File: config.mk
export PLATFORM = sky130hd
export DESIGN_NAME = lsx_exec
export DESIGN_NICKNAME = d
export VERILOG_FILES = /design/src/rtl/lsx_pkg.sv /design/src/rtl/lsx_alu.sv /design/src/rtl/lsx_exec.sv
export VERILOG_INCLUDE_DIRS = /design/src /design/src/rtl
export SDC_FILE = /design/constraint.sdc
export NUM_CORES = 1
export LEC_CHECK = 0
export BUFFER_PORTS_ARGS = -buffer_cell sky130_fd_sc_hd__buf_2
export CAP_MARGIN = 20
export CORE_MARGIN = 3
export CORE_UTILIZATION = 55
export CTS_CLUSTER_SIZE = 16
export DETAILED_ROUTE_END_ITERATION = 8
export PLACE_DENSITY_LB_ADDON = 0.2
export REMOVE_ABC_BUFFERS = 1
export SLEW_MARGIN = 10
export SYNTH_ARGS = -nofsm -noshare
export SYNTH_HDL_FRONTEND = slang
export SYNTH_SLANG_ARGS = --single-unit
File: constraint.sdc
create_clock -name core_clk_i -period 16.99 [get_ports core_clk_i]
set_clock_uncertainty 0.05 [all_clocks]
set_input_delay 2.5485 -clock core_clk_i [delete_from_list [all_inputs] [get_ports core_clk_i]]
set_output_delay 2.5485 -clock core_clk_i [all_outputs]
set_load 0.02 [all_outputs]
File: src/rtl/lsx_params.svh
// Purpose: constants for the load/store/arithmetic execution datapath
// Assumes: included by bare name from design files
// Notes: opcode field positions and encodings are local choices
`ifndef LSX_PARAMS_SVH
`define LSX_PARAMS_SVH
`define LSX_INSN_W 16
`define LSX_REG_W 24
`define LSX_ADDR_W 24
`define LSX_DATA_W 32
`define LSX_SREG_W 8
`define LSX_NREGS 8
`define LSX_OP_HI 15
`define LSX_OP_LO 11
`define LSX_MD_HI 10
`define LSX_MD_LO 9
`define LSX_RD_HI 8
`define LSX_RD_LO 6
`define LSX_RS_HI 5
`define LSX_RS_LO 3
`define LSX_IMM_HI 6
`define LSX_IMM_LO 0
`define LSX_EXT_HI 12
`define LSX_EXT_LO 0
`define LSX_CC_HI 2
`define LSX_CC_LO 1
`define LSX_SP_RST 24'h000000
`define LSX_PC_RST 24'h000000
`define LSX_FLG_N 0
`define LSX_FLG_Z 1
`define LSX_FLG_V 2
`define LSX_FLG_C 3
`endif

File: src/rtl/lsx_pkg.sv
// Purpose: types for the execution datapath
// Assumes: none
// Notes: operation codes occupy insn[15:11]
package lsx_pkg;
    typedef enum logic [4:0] {
        LSX_OP_LDB_RR, LSX_OP_LDUB_RR, LSX_OP_LD_RR, LSX_OP_LD_IMM,
        LSX_OP_LDA_RR, LSX_OP_LDA_IMM, LSX_OP_LDA_SP, LSX_OP_LDA_PC,
        LSX_OP_LDA_TOSP, LSX_OP_LDA_IMMSP,
        LSX_OP_LOAD, LSX_OP_STORE, LSX_OP_SPLOAD, LSX_OP_SPSTORE,
        LSX_OP_ADD, LSX_OP_ADC, LSX_OP_SUB, LSX_OP_SBC, LSX_OP_CMP,
        LSX_OP_CMC, LSX_OP_ADDA, LSX_OP_SUBA, LSX_OP_CMPA,
        LSX_OP_ADDA_SP, LSX_OP_SUBA_SP, LSX_OP_EXT, LSX_OP_COPRO,
        LSX_OP_NOP
    } lsx_op_type;
    typedef enum logic [1:0] {
        LSX_AM_PLAIN, LSX_AM_POSTINC, LSX_AM_POSTDEC, LSX_AM_PREDEC
    } lsx_amode_type;
    typedef enum logic [1:0] {
        LSX_SZ_BYTE_S, LSX_SZ_BYTE_U, LSX_SZ_HALF, LSX_SZ_WIDE
    } lsx_size_type;
    typedef enum logic [1:0] {
        LSX_CC_ALWAYS, LSX_CC_IFC, LSX_CC_IFNC, LSX_CC_RSVD
    } lsx_cond_type;
    typedef enum {LSX_ST_RUN, LSX_ST_MEMWAIT} lsx_state_type;
endpackage

File: src/rtl/lsx_alu.sv
// Purpose: add/subtract/compare unit with NZVC flags
// Assumes: operands already extended to 24 bits
// Notes: purely combinational
`timescale 1ns/1ps
`include "lsx_params.svh"
module lsx_alu #(
    parameter int WIDTH = `LSX_REG_W
) (
    // Operands
    input wire logic [WIDTH-1:0] a_i,
    input wire logic [WIDTH-1:0] b_i,
    input wire logic sub_i,
    input wire logic cin_i,
    input wire logic use_c_i,
    input wire logic wide_i,
    // Results
    output logic [WIDTH-1:0] res_o,
    output logic [3:0] flags_o
);
    initial begin
        if (WIDTH != 24) $error("lsx_alu needs WIDTH 24");
    end
    logic [WIDTH:0] sum;
    logic [WIDTH-1:0] bx;
    logic cy;
    logic [16:0] s16;
    always_comb begin
        bx = sub_i ? ~b_i : b_i;
        // Borrow is the inverted carry on subtract
        cy = use_c_i ? (sub_i ? ~cin_i : cin_i) : sub_i;
        sum = {1'b0, a_i} + {1'b0, bx} + {{WIDTH{1'b0}}, cy};
        s16 = {1'b0, a_i[15:0]} + {1'b0, bx[15:0]} + {16'h0000, cy};
        res_o = wide_i ? sum[WIDTH-1:0] : {8'h00, s16[15:0]};
        if (wide_i) begin
            flags_o[`LSX_FLG_N] = sum[WIDTH-1];
            flags_o[`LSX_FLG_Z] = (sum[WIDTH-1:0] == '0);
            flags_o[`LSX_FLG_V] = (a_i[WIDTH-1] == bx[WIDTH-1]) && (sum[WIDTH-1] != a_i[WIDTH-1]);
            flags_o[`LSX_FLG_C] = sum[WIDTH] ^ sub_i;
        end else begin
            flags_o[`LSX_FLG_N] = s16[15];
            flags_o[`LSX_FLG_Z] = (s16[15:0] == 16'h0000);
            flags_o[`LSX_FLG_V] = (a_i[15] == bx[15]) && (s16[15] != a_i[15]);
            flags_o[`LSX_FLG_C] = s16[16] ^ sub_i;
        end
    end
endmodule // lsx_alu

File: src/rtl/lsx_exec.sv
// Purpose: load/store and integer arithmetic execution datapath
// Assumes: instruction memory answers in the same cycle; data bus handshakes
// Notes: the remaining instruction classes are outside this block
`timescale 1ns/1ps
`include "lsx_params.svh"
module lsx_exec #(
    parameter int NREGS = `LSX_NREGS
) (
    // Clock and reset
    input wire logic core_clk_i,
    input wire logic rst_n_i,
    input wire logic clk_en_i,
    // Instruction bus
    output logic [`LSX_ADDR_W-1:0] imem_addr_o,
    input wire logic [`LSX_INSN_W-1:0] imem_data_i,
    // Data bus
    output logic [`LSX_ADDR_W-1:0] dmem_addr_o,
    output logic [`LSX_DATA_W-1:0] dmem_wdata_o,
    output logic [3:0] dmem_be_o,
    output logic dmem_req_o,
    output logic dmem_we_o,
    input wire logic [`LSX_DATA_W-1:0] dmem_rdata_i,
    input wire logic dmem_ack_i,
    // Coprocessor port
    output logic [15:0] copro_a_o,
    output logic [15:0] copro_b_o,
    output logic [2:0] copro_fn_o,
    output logic copro_go_o,
    // Status
    output logic [`LSX_SREG_W-1:0] status_o
);
    initial begin
        if (NREGS != 8) $error("lsx_exec needs eight registers");
    end

    // Register set
    logic [`LSX_REG_W-1:0] gpr_q [NREGS];
    logic [`LSX_REG_W-1:0] sp_q;
    logic [`LSX_ADDR_W-1:0] pc_q;
    logic [`LSX_SREG_W-1:0] psr_q;
    logic [12:0] ext_q;
    logic ext_v_q;
    lsx_pkg::lsx_state_type state_q;
    logic [2:0] ld_rd_q;
    lsx_pkg::lsx_size_type ld_sz_q;

    // Decode
    logic [`LSX_INSN_W-1:0] insn;
    lsx_pkg::lsx_op_type op;
    lsx_pkg::lsx_amode_type am;
    lsx_pkg::lsx_size_type sz;
    lsx_pkg::lsx_cond_type cc;
    logic [2:0] rd;
    logic [2:0] rs;
    logic [6:0] imm7;
    logic [`LSX_REG_W-1:0] rdv;
    logic [`LSX_REG_W-1:0] rsv;
    logic [`LSX_REG_W-1:0] uimm;
    logic [`LSX_REG_W-1:0] simm;
    logic cflag;
    logic cond_ok;
    logic run;

    assign insn = imem_data_i;
    assign op = lsx_pkg::lsx_op_type'(insn[`LSX_OP_HI:`LSX_OP_LO]);
    assign am = lsx_pkg::lsx_amode_type'(insn[`LSX_MD_HI:`LSX_MD_LO]);
    assign sz = lsx_pkg::lsx_size_type'(insn[`LSX_MD_HI:`LSX_MD_LO]);
    assign cc = lsx_pkg::lsx_cond_type'(insn[`LSX_CC_HI:`LSX_CC_LO]);
    assign rd = insn[`LSX_RD_HI:`LSX_RD_LO];
    assign rs = insn[`LSX_RS_HI:`LSX_RS_LO];
    assign imm7 = insn[`LSX_IMM_HI:`LSX_IMM_LO];
    assign rdv = gpr_q[rd];
    assign rsv = gpr_q[rs];
    assign cflag = psr_q[`LSX_FLG_C];
    assign run = clk_en_i && (state_q == lsx_pkg::LSX_ST_RUN);

    // Extended immediate: prefix bits above the 7-bit field
    function automatic logic [23:0] ext_imm(input logic [6:0] i, input logic sgn,
                                             input logic v, input logic [12:0] e);
        if (v) ext_imm = {4'h0, e, i};
        else if (sgn) ext_imm = {{17{i[6]}}, i};
        else ext_imm = {17'h00000, i};
    endfunction

    function automatic logic [23:0] size_step(input lsx_pkg::lsx_size_type s);
        case (s)
            lsx_pkg::LSX_SZ_HALF: size_step = 24'h000002;
            lsx_pkg::LSX_SZ_WIDE: size_step = 24'h000004;
            default: size_step = 24'h000001;
        endcase
    endfunction

    function automatic logic [23:0] load_ext(input lsx_pkg::lsx_size_type s,
                                              input logic [31:0] d);
        case (s)
            lsx_pkg::LSX_SZ_BYTE_S: load_ext = {{16{d[7]}}, d[7:0]};
            lsx_pkg::LSX_SZ_BYTE_U: load_ext = {16'h0000, d[7:0]};
            lsx_pkg::LSX_SZ_HALF: load_ext = {8'h00, d[15:0]};
            default: load_ext = d[23:0];
        endcase
    endfunction

    assign uimm = ext_imm(imm7, 1'b0, ext_v_q, ext_q);
    assign simm = ext_imm(imm7, 1'b1, ext_v_q, ext_q);

    always_comb begin
        case (cc)
            lsx_pkg::LSX_CC_IFC: cond_ok = cflag;
            lsx_pkg::LSX_CC_IFNC: cond_ok = ~cflag;
            default: cond_ok = 1'b1;
        endcase
    end

    // Memory op decode: the size sits in the mode field, the pointer mode in insn[1:0]
    lsx_pkg::lsx_amode_type pm;
    logic is_mem;
    logic is_sp_mem;
    logic sp_off;
    logic [`LSX_REG_W-1:0] base;
    logic [`LSX_REG_W-1:0] step;
    logic [`LSX_REG_W-1:0] eff;
    logic [`LSX_REG_W-1:0] newbase;
    assign pm = lsx_pkg::lsx_amode_type'(insn[1:0]);
    assign is_mem = (op == lsx_pkg::LSX_OP_LOAD) || (op == lsx_pkg::LSX_OP_STORE);
    assign is_sp_mem = (op == lsx_pkg::LSX_OP_SPLOAD) || (op == lsx_pkg::LSX_OP_SPSTORE);
    assign sp_off = is_sp_mem && insn[2];
    assign step = size_step(sz);

    always_comb begin
        base = is_sp_mem ? sp_q : gpr_q[insn[5:3]];
        newbase = base;
        eff = base;
        if (sp_off) begin
            eff = sp_q + {17'h00000, imm7};
        end else begin
            case (pm)
                lsx_pkg::LSX_AM_POSTINC: newbase = base + step;
                lsx_pkg::LSX_AM_POSTDEC: newbase = base - step;
                lsx_pkg::LSX_AM_PREDEC: begin
                    newbase = base - step;
                    eff = base - step;
                end
                default: newbase = base;
            endcase
        end
    end

    // Arithmetic operand selection
    logic [`LSX_REG_W-1:0] alu_a;
    logic [`LSX_REG_W-1:0] alu_b;
    logic [`LSX_REG_W-1:0] alu_res;
    logic [3:0] alu_flags;
    logic alu_sub;
    logic alu_usec;
    logic alu_wide;
    logic use_imm;
    assign use_imm = insn[`LSX_MD_HI];

    always_comb begin
        alu_a = rdv;
        alu_b = use_imm ? uimm : rsv;
        alu_sub = 1'b0;
        alu_usec = 1'b0;
        alu_wide = 1'b0;
        case (op)
            lsx_pkg::LSX_OP_ADC: alu_usec = 1'b1;
            lsx_pkg::LSX_OP_SUB: alu_sub = 1'b1;
            lsx_pkg::LSX_OP_SBC: begin
                alu_sub = 1'b1;
                alu_usec = 1'b1;
            end
            lsx_pkg::LSX_OP_CMP: begin
                alu_sub = 1'b1;
                alu_b = use_imm ? simm : rsv;
            end
            lsx_pkg::LSX_OP_CMC: begin
                alu_sub = 1'b1;
                alu_usec = 1'b1;
                alu_b = rsv;
            end
            lsx_pkg::LSX_OP_ADDA: alu_wide = 1'b1;
            lsx_pkg::LSX_OP_SUBA: begin
                alu_wide = 1'b1;
                alu_sub = 1'b1;
            end
            lsx_pkg::LSX_OP_CMPA: begin
                alu_wide = 1'b1;
                alu_sub = 1'b1;
            end
            lsx_pkg::LSX_OP_ADDA_SP: begin
                alu_wide = 1'b1;
                alu_a = sp_q;
            end
            lsx_pkg::LSX_OP_SUBA_SP: begin
                alu_wide = 1'b1;
                alu_sub = 1'b1;
                alu_a = sp_q;
            end
            default: alu_sub = 1'b0;
        endcase
    end

    lsx_alu #(.WIDTH(`LSX_REG_W)) u_alu (
        .a_i(alu_a),
        .b_i(alu_b),
        .sub_i(alu_sub),
        .cin_i(cflag),
        .use_c_i(alu_usec),
        .wide_i(alu_wide),
        .res_o(alu_res),
        .flags_o(alu_flags)
    );

    logic is_arith;
    logic writes_rd;
    assign is_arith = (op >= lsx_pkg::LSX_OP_ADD) && (op <= lsx_pkg::LSX_OP_SUBA_SP);
    assign writes_rd = is_arith && (op != lsx_pkg::LSX_OP_CMP) && (op != lsx_pkg::LSX_OP_CMC)
        && (op != lsx_pkg::LSX_OP_CMPA) && (op != lsx_pkg::LSX_OP_ADDA_SP)
        && (op != lsx_pkg::LSX_OP_SUBA_SP);

    // Sequencer: memory loads and stores wait for the data bus, all else is single cycle
    always_ff @(posedge core_clk_i) begin
        if (!rst_n_i) begin
            state_q <= lsx_pkg::LSX_ST_RUN;
            ld_rd_q <= 3'h0;
            ld_sz_q <= lsx_pkg::LSX_SZ_BYTE_S;
        end else if (clk_en_i) begin
            case (state_q)
                lsx_pkg::LSX_ST_RUN: begin
                    if (is_mem || is_sp_mem) begin
                        state_q <= lsx_pkg::LSX_ST_MEMWAIT;
                        ld_rd_q <= rd;
                        ld_sz_q <= is_sp_mem ? lsx_pkg::LSX_SZ_WIDE : sz;
                    end
                end
                lsx_pkg::LSX_ST_MEMWAIT: begin
                    if (dmem_ack_i) state_q <= lsx_pkg::LSX_ST_RUN;
                end
                default: state_q <= lsx_pkg::LSX_ST_RUN;
            endcase
        end
    end

    // Program counter, one fetch per cycle in the run state
    always_ff @(posedge core_clk_i) begin
        if (!rst_n_i) begin
            pc_q <= `LSX_PC_RST;
        end else if (run) begin
            pc_q <= pc_q + 24'h000002;
        end
    end

    // Extension prefix holds until the next instruction consumes it
    always_ff @(posedge core_clk_i) begin
        if (!rst_n_i) begin
            ext_q <= 13'h0000;
            ext_v_q <= 1'b0;
        end else if (run) begin
            ext_v_q <= (op == lsx_pkg::LSX_OP_EXT);
            if (op == lsx_pkg::LSX_OP_EXT) ext_q <= insn[`LSX_EXT_HI:`LSX_EXT_LO];
        end
    end

    // Flags
    always_ff @(posedge core_clk_i) begin
        if (!rst_n_i) begin
            psr_q <= 8'h00;
        end else if (run && is_arith && cond_ok) begin
            psr_q[3:0] <= alu_flags;
        end
    end

    // Stack pointer
    always_ff @(posedge core_clk_i) begin
        if (!rst_n_i) begin
            sp_q <= `LSX_SP_RST;
        end else if (run) begin
            if (op == lsx_pkg::LSX_OP_LDA_TOSP) sp_q <= rsv;
            else if (op == lsx_pkg::LSX_OP_LDA_IMMSP) sp_q <= uimm;
            else if ((op == lsx_pkg::LSX_OP_ADDA_SP || op == lsx_pkg::LSX_OP_SUBA_SP) && cond_ok)
                sp_q <= alu_res;
            else if (is_sp_mem && !sp_off) sp_q <= newbase;
        end
    end

    // General registers
    always_ff @(posedge core_clk_i) begin
        if (!rst_n_i) begin
            for (int i = 0; i < NREGS; i++) gpr_q[i] <= 24'h000000;
        end else if (clk_en_i) begin
            if (state_q == lsx_pkg::LSX_ST_MEMWAIT) begin
                if (dmem_ack_i && !dmem_we_o) gpr_q[ld_rd_q] <= load_ext(ld_sz_q, dmem_rdata_i);
            end else begin
                case (op)
                    lsx_pkg::LSX_OP_LDB_RR: gpr_q[rd] <= load_ext(lsx_pkg::LSX_SZ_BYTE_S, {8'h00, rsv});
                    lsx_pkg::LSX_OP_LDUB_RR: gpr_q[rd] <= load_ext(lsx_pkg::LSX_SZ_BYTE_U, {8'h00, rsv});
                    lsx_pkg::LSX_OP_LD_RR: gpr_q[rd] <= {8'h00, rsv[15:0]};
                    lsx_pkg::LSX_OP_LD_IMM: gpr_q[rd] <= simm;
                    lsx_pkg::LSX_OP_LDA_RR: gpr_q[rd] <= rsv;
                    lsx_pkg::LSX_OP_LDA_IMM: gpr_q[rd] <= uimm;
                    lsx_pkg::LSX_OP_LDA_SP: gpr_q[rd] <= sp_q;
                    lsx_pkg::LSX_OP_LDA_PC: gpr_q[rd] <= pc_q;
                    lsx_pkg::LSX_OP_LOAD, lsx_pkg::LSX_OP_STORE:
                        if (!sp_off) gpr_q[insn[5:3]] <= newbase;
                    default: if (writes_rd && cond_ok) gpr_q[rd] <= alu_res;
                endcase
            end
        end
    end

    // Data bus and coprocessor outputs
    always_ff @(posedge core_clk_i) begin
        if (!rst_n_i) begin
            dmem_req_o <= 1'b0;
            dmem_we_o <= 1'b0;
            dmem_addr_o <= 24'h000000;
            dmem_wdata_o <= 32'h00000000;
            dmem_be_o <= 4'h0;
            copro_a_o <= 16'h0000;
            copro_b_o <= 16'h0000;
            copro_fn_o <= 3'h0;
            copro_go_o <= 1'b0;
        end else if (clk_en_i) begin
            copro_go_o <= run && (op == lsx_pkg::LSX_OP_COPRO);
            if (run && op == lsx_pkg::LSX_OP_COPRO) begin
                copro_a_o <= rdv[15:0];
                copro_b_o <= rsv[15:0];
                copro_fn_o <= insn[2:0];
            end
            if (run && (is_mem || is_sp_mem)) begin
                dmem_req_o <= 1'b1;
                dmem_addr_o <= eff;
                dmem_we_o <= (op == lsx_pkg::LSX_OP_STORE) || (op == lsx_pkg::LSX_OP_SPSTORE);
                dmem_wdata_o <= {8'h00, gpr_q[rd]};
                case (is_sp_mem ? lsx_pkg::LSX_SZ_WIDE : sz)
                    lsx_pkg::LSX_SZ_HALF: dmem_be_o <= 4'h3;
                    lsx_pkg::LSX_SZ_WIDE: dmem_be_o <= 4'hf;
                    default: dmem_be_o <= 4'h1;
                endcase
            end else if (dmem_ack_i) begin
                dmem_req_o <= 1'b0;
            end
        end
    end

    assign imem_addr_o = pc_q;
    assign status_o = psr_q;

    chk_wide_store_top: assert property (@(posedge core_clk_i) disable iff (!rst_n_i)
        dmem_req_o && dmem_we_o |-> dmem_wdata_o[31:24] == 8'h00)
        else $error("wide store top byte not zero");
    chk_pc_step_one: assert property (@(posedge core_clk_i) disable iff (!rst_n_i)
        run |=> pc_q == $past(pc_q) + 24'h000002)
        else $error("pc did not advance in one cycle");
    chk_cond_flags: assert property (@(posedge core_clk_i) disable iff (!rst_n_i)
        run && is_arith && !cond_ok |=> psr_q == $past(psr_q))
        else $error("skipped conditional changed flags");
    chk_sp_load_reg: assert property (@(posedge core_clk_i) disable iff (!rst_n_i)
        run && op == lsx_pkg::LSX_OP_LDA_TOSP |=> sp_q == $past(rsv))
        else $error("sp not loaded from register");
    chk_req_ack: assert property (@(posedge core_clk_i) disable iff (!rst_n_i)
        state_q == lsx_pkg::LSX_ST_MEMWAIT |-> dmem_req_o)
        else $error("waiting without request");
    chk_ext_clear: assert property (@(posedge core_clk_i) disable iff (!rst_n_i)
        run && op != lsx_pkg::LSX_OP_EXT |=> !ext_v_q)
        else $error("extension outlived next instruction");
    chk_copro_pulse: assert property (@(posedge core_clk_i) disable iff (!rst_n_i)
        clk_en_i && copro_go_o && !(run && op == lsx_pkg::LSX_OP_COPRO) |=> !copro_go_o)
        else $error("coprocessor start not a pulse");
    chk_wide_enable: assert property (@(posedge core_clk_i) disable iff (!rst_n_i)
        run && is_sp_mem && clk_en_i |=> dmem_be_o == 4'hf)
        else $error("stack access not wide");
endmodule // lsx_exec

==> results of run 1 <==
==> routing by layer <==
layer | vias up | GRT usage, %
met4 | 0 | 16.1
met2 | 1359 | 60.1
li1 | 9640 | -
met5 | - | 0
met3 | 257 | 8.20
met1 | 10472 | 52.2
==> registers in the layout, summed over array words and instances (netlist names) <==
signal        flops
gpr_q           192
dmem_addr_o      24
dmem_wdata_o     24
sp_q             24
imem_addr_o      23
copro_a_o        16
copro_b_o        16
ext_q            13
status_o          4
copro_fn_o        3
dmem_be_o         3
ld_rd_q           3
ld_sz_q           2
copro_go_o        1
dmem_req_o        1
dmem_we_o         1
ext_v_q           1
state_q           1
==> worst max-delay path: cells and delay by family <==
| kind | cells | cell delay, ns |
|---|---|---|
| AND/OR/NAND/NOR | 4 | 0.76 |
| adder cells (fa/ha/maj) | 1 | 0.42 |
| AO/OA/AOI/OAI | 8 | 3.44 |
| XOR/XNOR | 1 | 0.21 |
| multiplexers | 1 | 0.42 |
| buffers and inverters | 2 | 1.10 |
==> kinds of logic (layout without fill, tap and decap cells) <==
kind of cell             Yosys count  in the layout  synth area share [%]
AO/OA/AOI/OAI                    659            659                  19.4
AND/OR/NAND/NOR                  952            952                  19.0
other                              1             14                0.0160
multiplexers                     190            190                  11.5
buffers and inverters            248            335                  4.65
flip-flops                       352            352                  38.3
adder cells (fa/ha/maj)           44             44                  2.51
XOR/XNOR                         123            123                  4.60
==> worst max-delay path by stage <==
stage | from | end | slack, ns | depth (start not counted)
detailed placement | imem_data_i[3] | gpr_q[2][19]$_SDFFCE_PN0P_ | 7.97 | 16
finish | imem_data_i[3] | gpr_q[2][19]$_SDFFCE_PN0P_ | 8.30 | 17
floorplan | imem_data_i[15] | gpr_q[1][19]$_SDFFCE_PN0P_ | 7.64 | 13
CTS | imem_data_i[3] | gpr_q[4][19]$_SDFFCE_PN0P_ | 8.55 | 16
global route | imem_data_i[3] | gpr_q[2][19]$_SDFFCE_PN0P_ | 8.05 | 16
global placement | imem_data_i[3] | gpr_q[3][19]$_SDFFCE_PN0P_ | 8.13 | 16
==> layout by cell type (no fill, tap or decap), drive strengths merged, types with 28 or more instances in the layout <==
cell | netlist | routed
xnor2 | 76 | 76
mux2i | 98 | 98
nand2 | 263 | 263
clkbuf | 150 | 57
nor2b | 30 | 30
o211a | 53 | 53
mux4 | 60 | 60
nand3 | 88 | 88
buf | 59 | 224
xor2 | 47 | 47
edfxtp | 192 | 192
mux2 | 32 | 32
o211ai | 37 | 37
nor3 | 51 | 51
o21ai | 112 | 112
ha | 39 | 39
nor2 | 301 | 301
a211oi | 37 | 37
inv | 39 | 41
and3 | 28 | 28
o31ai | 31 | 31
and2 | 58 | 58
dfxtp | 160 | 160
a21oi | 159 | 159
==> through the flow <==
step | cell area [sq um] | hold slack [ns] | util (%) | std cells
2_1_floorplan | 22500 | 0.389 | - | 2372
3_3_place_gp | 24500 | 0.398 | 59.2 | 3127
3_5_place_dp | 24500 | 0.404 | 59.2 | 3127
4_1_cts | 25900 | 0.412 | 62.5 | 3199
5_1_grt | 25900 | 0.432 | 62.6 | 3200
6_report | 25900 | 0.409 | 62.6 | 3201
==> power by group through the flow <==
stage,clock [uW],combinational [uW],sequential [uW]
after floorplan,0,358,966
after global placement,0,570,963
after detailed placement,0,576,965
after CTS,938,579,947
after global routing,970,636,951
final,930,600,948
==> cell type report <==
cell class	count	area share [%]
Multi-Input combinational cell	1981	51.9
Sequential cell	352	34.6
Timing Repair Buffer	224	4.98
Clock buffer	57	4.42
Tap cell	532	2.57
Clock inverter	15	0.974
Inverter	39	0.564
Antenna cell	1	0.00964
==> qor.txt, run 1 <==
outcome: completed
share of power burned in registers: 38.3%
Ports: 182
Initial Util: 56.5%
max_cap viols: 0
CTS H-tree depth: 2
main flop type after synthesis: edfxtp_1
ys async rst share: 0%
# resized after CTS: 0
die area: 45100 sq um
Multi-input gate area: 13500 sq um
met1 wire length: 34.7 mm
share of the synthesized area in the top cell type: 24.6%
hold path cells: 2
most common cell in the netlist: nor2_1
Mapped Cells: 2569
Sw Pwr: 801 uW
hold path start: copro_fn_o[0]$_SDFFE_PN0P_
clock sinks: 352
Final Slew Violations: 0
CP Capture Type: register
CP required: 17.23 ns
Power Dens Cells: 95.5 nW/um^2
Post-CTS Setup Bufs: 0
Power Total: 2480 uW
Post-synth EDFFs: 192
initial antenna violation count: 0
CP Class: in2reg
DR vias: 21728
largest net degree at the start of global routing: 70
Via-to-Cell Ratio: 6.79
Worst Setup Start Kind: primary input
metal3 WL: 9.98 mm
r2r setup slk: 10.94 ns
flops & latches, synth: 352
Filler cells: 3541
drt pass-1 iters: 6
clk slew on worst S/H paths: 0.06 ns
LEAKAGE: 0.0108 uW
Syn Area/Cell: 9.12 sq um
DRT Wirelength: 88.5 mm
Hold Crit Endpoint: copro_fn_o[0]$_SDFFE_PN0P_
wire per inst: 27.6 um
first-pass GRT wire length: 130 mm
WP data arrival: 8.93 ns
CTS tree: yes
Tcrit/Tclk final: 51.1%
die height: 212 um
total CTS buffers: 40
# port buffers: 160
peak supply drop: 112 uV
Core Region: 41500 sq um
FMAX: 0.115 GHz
hold buffers post-CTS: 0
Slew headroom: 10.3%
Post-synth top cells: nor2_1, nand2_1, edfxtp_1
HP Class: reg2reg
FP Rows: 74
detailed placement HPWL: 63.8 mm
Cell variety after synth: 86
met2 routed WL: 39.7 mm
Clock Latency Late Sink: 0.59 ns
fin nets: 2734
critical path cell sequence: buf_4, buf_4, mux2_2, o22ai_1, or2_2, o211ai_1, xor2_1, ha_1, and4_1, nand2_1, a21oi_1, o21ai_0, a2111oi_0, a211oi_1, a31o_2, a22oi_1, nor2_1
Logic pwr share: 24.2%
Largest stage delay, worst path: 0.84 ns
top post-synthesis cells by area: edfxtp_1, dfxtp_1, mux4_2, nor2_1, nand2_1
area grow syn2layout: 10.8%
highest routed layer: met4
Ys Warns: 0
Clk pwr share: 37.5%
Die Span X: 212 um
switching part of the total power: 32.3%
gr usage total: 38.4%
final setup fails: 0
Worst R2R Path Depth: 15
clk root buf: clkbuf_16
CP dominant cell by count: buf_4
grt ovf: 0
largest area contributor in the netlist: edfxtp_1
crit path max-delay cell type: a2111oi_0
unrepaired setup endpoints after global routing: false
CP Max Fanout: 51
CTS Buffer Depth: 3
sequential area share after synthesis: 38.3%
Final min period: 8.69 ns
Mapped Area: 23400 sq um
reg2reg start: ext_v_q$_SDFFE_PN0P_
setup tns final: 0 ns
Place WS: 7.97 ns
share of cells above drive strength 1: 15.7%
GPL Wtd Cong: 1.00
DR DRC count: 0
setup ws final: 8.30 ns
final hold violation count: 0
sequential cell area: 8970 sq um
antenna violation net count after detailed routing: 0
number of global-route vias before repair: 20524
Internal: 1680 uW
Starting DRT DRC Count: 3249
end of the worst register-to-register path: gpr_q[2][19]$_SDFFCE_PN0P_
worst-margin pin slew: 1.34 ns
(Power assumes the default switching activity.)
==> run 2, diff against run 1 <==
==> constraint.sdc (replaced) <==
create_clock -name core_clk_i -period 8.7 [get_ports core_clk_i]
set_clock_uncertainty 0.05 [all_clocks]
set_input_delay 1.305 -clock core_clk_i [delete_from_list [all_inputs] [get_ports core_clk_i]]
set_output_delay 1.305 -clock core_clk_i [all_outputs]
set_load 0.02 [all_outputs]
==> qor.txt, run 2 (synthesis results as in run 1) <==
DR DRC count: 0 (unchanged)
Sw Pwr: 1580 uW (+97%)
hold path start: dmem_be_o[0]$_SDFFE_PN0P_
# port buffers: 160 (unchanged)
DRT Wirelength: 93.0 mm (+5.1%)
critical path cell sequence: buf_2, nand2b_1, o22ai_1, or2_2, o211ai_1, xor2_1, ha_1, and4_1, a21o_1, or2_2, o21ai_0, a311oi_1, o31ai_1, a2111oi_0, a31oi_1, nor2_1
Post-CTS Setup Bufs: 0 (unchanged)
die height: 212 um (unchanged)
FMAX: 0.147 GHz
final hold violation count: 0 (unchanged)
Core Region: 41500 sq um (unchanged)
final setup fails: 0 (unchanged)
Slew headroom: 10.2% (-0.12 points)
Ports: 182 (unchanged)
total CTS buffers: 40 (unchanged)
Worst R2R Path Depth: 15 (unchanged)
r2r setup slk: 3.05 ns (-7.89 ns)
Via-to-Cell Ratio: 6.85 (+0.89%)
Internal: 3210 uW (+92%)
hold path cells: 1 (-1)
Worst Setup Start Kind: primary input
hold buffers post-CTS: 0 (unchanged)
CTS Buffer Depth: 3 (unchanged)
max reg flops: 192 (unchanged)
Clock Latency Late Sink: 0.59 ns (about the same)
CP required: 8.94 ns (-8.29 ns)
final std cells w/o fill: 3219 (+0.56%)
reg2reg start: gpr_q[5][10]$_SDFFCE_PN0P_
CP Max Fanout: 17 (-67%)
CP Capture Type: register
Clk pwr share: 36.2% (-1.3 points)
CP Class: in2reg
WHS: 0.409 ns (+0.000205 ns)
clk root buf: clkbuf_16
peak supply drop: 187 uV (+66%)
largest net degree at the start of global routing: 170 (+140%)
Inst Count DP: 3145 (+0.58%)
share of power burned in registers: 38.7% (+0.4 points)
Starting DRT DRC Count: 2964 (-8.8%)
Largest stage delay, worst path: 0.75 ns (-0.09 ns)
CTS H-tree depth: 2 (unchanged)
Initial Util: 56.5% (unchanged)
clk slew on worst S/H paths: 0.06 ns (about the same)
area grow syn2layout: 11.2%
Logic pwr share: 25.1% (+0.9 points)
CP dominant cell by count: or2_2
outcome: completed
# resized after CTS: 0 (unchanged)
die area: 45100 sq um (unchanged)
WP data arrival: 7.06 ns (-1.87 ns)
setup tns final: 0 ns (unchanged)
crit path max-delay cell type: a31oi_1
DR vias: 22044 (+1.5%)
most frequent cells in the layout: nor2_1, nand2_1, edfxtp_1
Reg with most FFs: gpr_q
max_cap viols: 0 (unchanged)
clock sinks: 352 (unchanged)
antenna violation net count after detailed routing: 0 (unchanged)
sequential cell area: 8970 sq um (unchanged)
CTS tree: yes
LEAKAGE: 0.0108 uW (+0.64%)
Power Dens Cells: 184 nW/um^2 (+92%)
drt pass-1 iters: 8 (+2)
detailed placement HPWL: 67.6 mm (+5.9%)
share of cells above drive strength 1: 16.2% (+0.49 points)
Die Span X: 212 um (unchanged)
fin nets: 2753 (+0.69%)
Final Slew Violations: 0 (unchanged)
number of global-route vias before repair: 20597 (+0.36%)
Final min period: 6.82 ns
FP Rows: 74 (unchanged)
end of the worst register-to-register path: gpr_q[6][15]$_SDFFCE_PN0P_
worst-margin pin slew: 1.35 ns (+0.00179 ns)
first-pass GRT wire length: 134 mm (+3.7%)
Hold Crit Endpoint: dmem_be_o[0]$_SDFFE_PN0P_
HP Class: reg2reg
commonest non-fill, non-tap cell in the layout: nor2_1
Tcrit/Tclk final: 78.4%
Multi-input gate area: 13500 sq um (about the same)
initial antenna violation count: 2 (+2)
grt ovf: 0 (unchanged)
unrepaired setup endpoints after global routing: false
wire per inst: 28.9 um (+4.5%)
GPL Wtd Cong: 1.03 (+2.8%)
Filler cells: 3477 (-1.8%)
switching part of the total power: 32.9% (+0.58 points)
gr usage total: 40.3% (+1.9 points)
==> run 2: cell count changes in the layout (fill, tap and decap cells not counted) <==
cell / previous run / this run
buf_12: 0 / 2
buf_4: 66 / 83
bufinv_16: 5 / 4
clkbuf_1: 10 / 12
clkbuf_16: 41 / 40
clkbuf_8: 6 / 3
clkinv_2: 1 / 4
clkinvlp_2: 0 / 1
clkinvlp_4: 3 / 1
o31ai_2: 4 / 3
o31ai_4: 0 / 1
==> run 2: power groups by stage <==
stage          registers [uW]  logic [uW]  clock network (uW)
2_1_floorplan            1890         699                   0
3_3_place_gp             1880        1130                   0
3_5_place_dp             1890        1140                   0
4_1_cts                  1850        1150                1740
5_1_grt                  1860        1260                1810
6_report                 1850        1200                1730
==> run 2: worst max path at each step <==
stage	startpoint	to	slack (ns)	cells after the start
after CTS	imem_data_i[5]	gpr_q[6][15]$_SDFFCE_PN0P_	2.28	16
after global placement	imem_data_i[5]	gpr_q[0][21]$_SDFFCE_PN0P_	1.79	16
after floorplan	imem_data_i[15]	gpr_q[1][19]$_SDFFCE_PN0P_	0.59	13
after global routing	imem_data_i[13]	gpr_q[6][21]$_SDFFCE_PN0P_	1.80	18
after detailed placement	imem_data_i[13]	gpr_q[6][21]$_SDFFCE_PN0P_	1.69	18
final	imem_data_i[5]	gpr_q[6][15]$_SDFFCE_PN0P_	1.88	16
==> run 2: metrics by stage <==
step	utilization, %	total power, uW	instance area [sq um]	setup WS (ns)
global route	62.8	4930	26000	1.80
floorplan	-	2580	22500	0.593
global placement	59.6	3010	24700	1.79
CTS	62.7	4740	26000	2.28
finish	62.8	4790	26000	1.88
detailed placement	59.6	3030	24700	1.69
==> run 2: area by class of cell <==
class	count	share of cell area [%]
flip-flops and latches	352	34.4
repair buffers	243	5.61
multi-input cells	1981	51.8
diodes	1	0.00961
well taps	532	2.56
clock inverters	16	0.874
inverters	39	0.562
clock buffers	55	4.18
==> run 2: critical path: cells and delay by family <==
family | cells | cell delay [ns]
adders and majority gates | 1 | 0.41
AOI/OAI and AO/OA | 8 | 3.15
buffers and inverters | 1 | 0.52
and+or+nand+nor | 5 | 1.44
xor gates and xnor gates | 1 | 0.21
==> run 2: routing by layer <==
metal	global-route usage, %	vias up	part of all wire (%)
li1	-	9673	-
met1	53.8	10586	38
met2	63.6	1522	45
met3	9.33	263	12
met4	17.2	0	4.6
met5	0	-	0
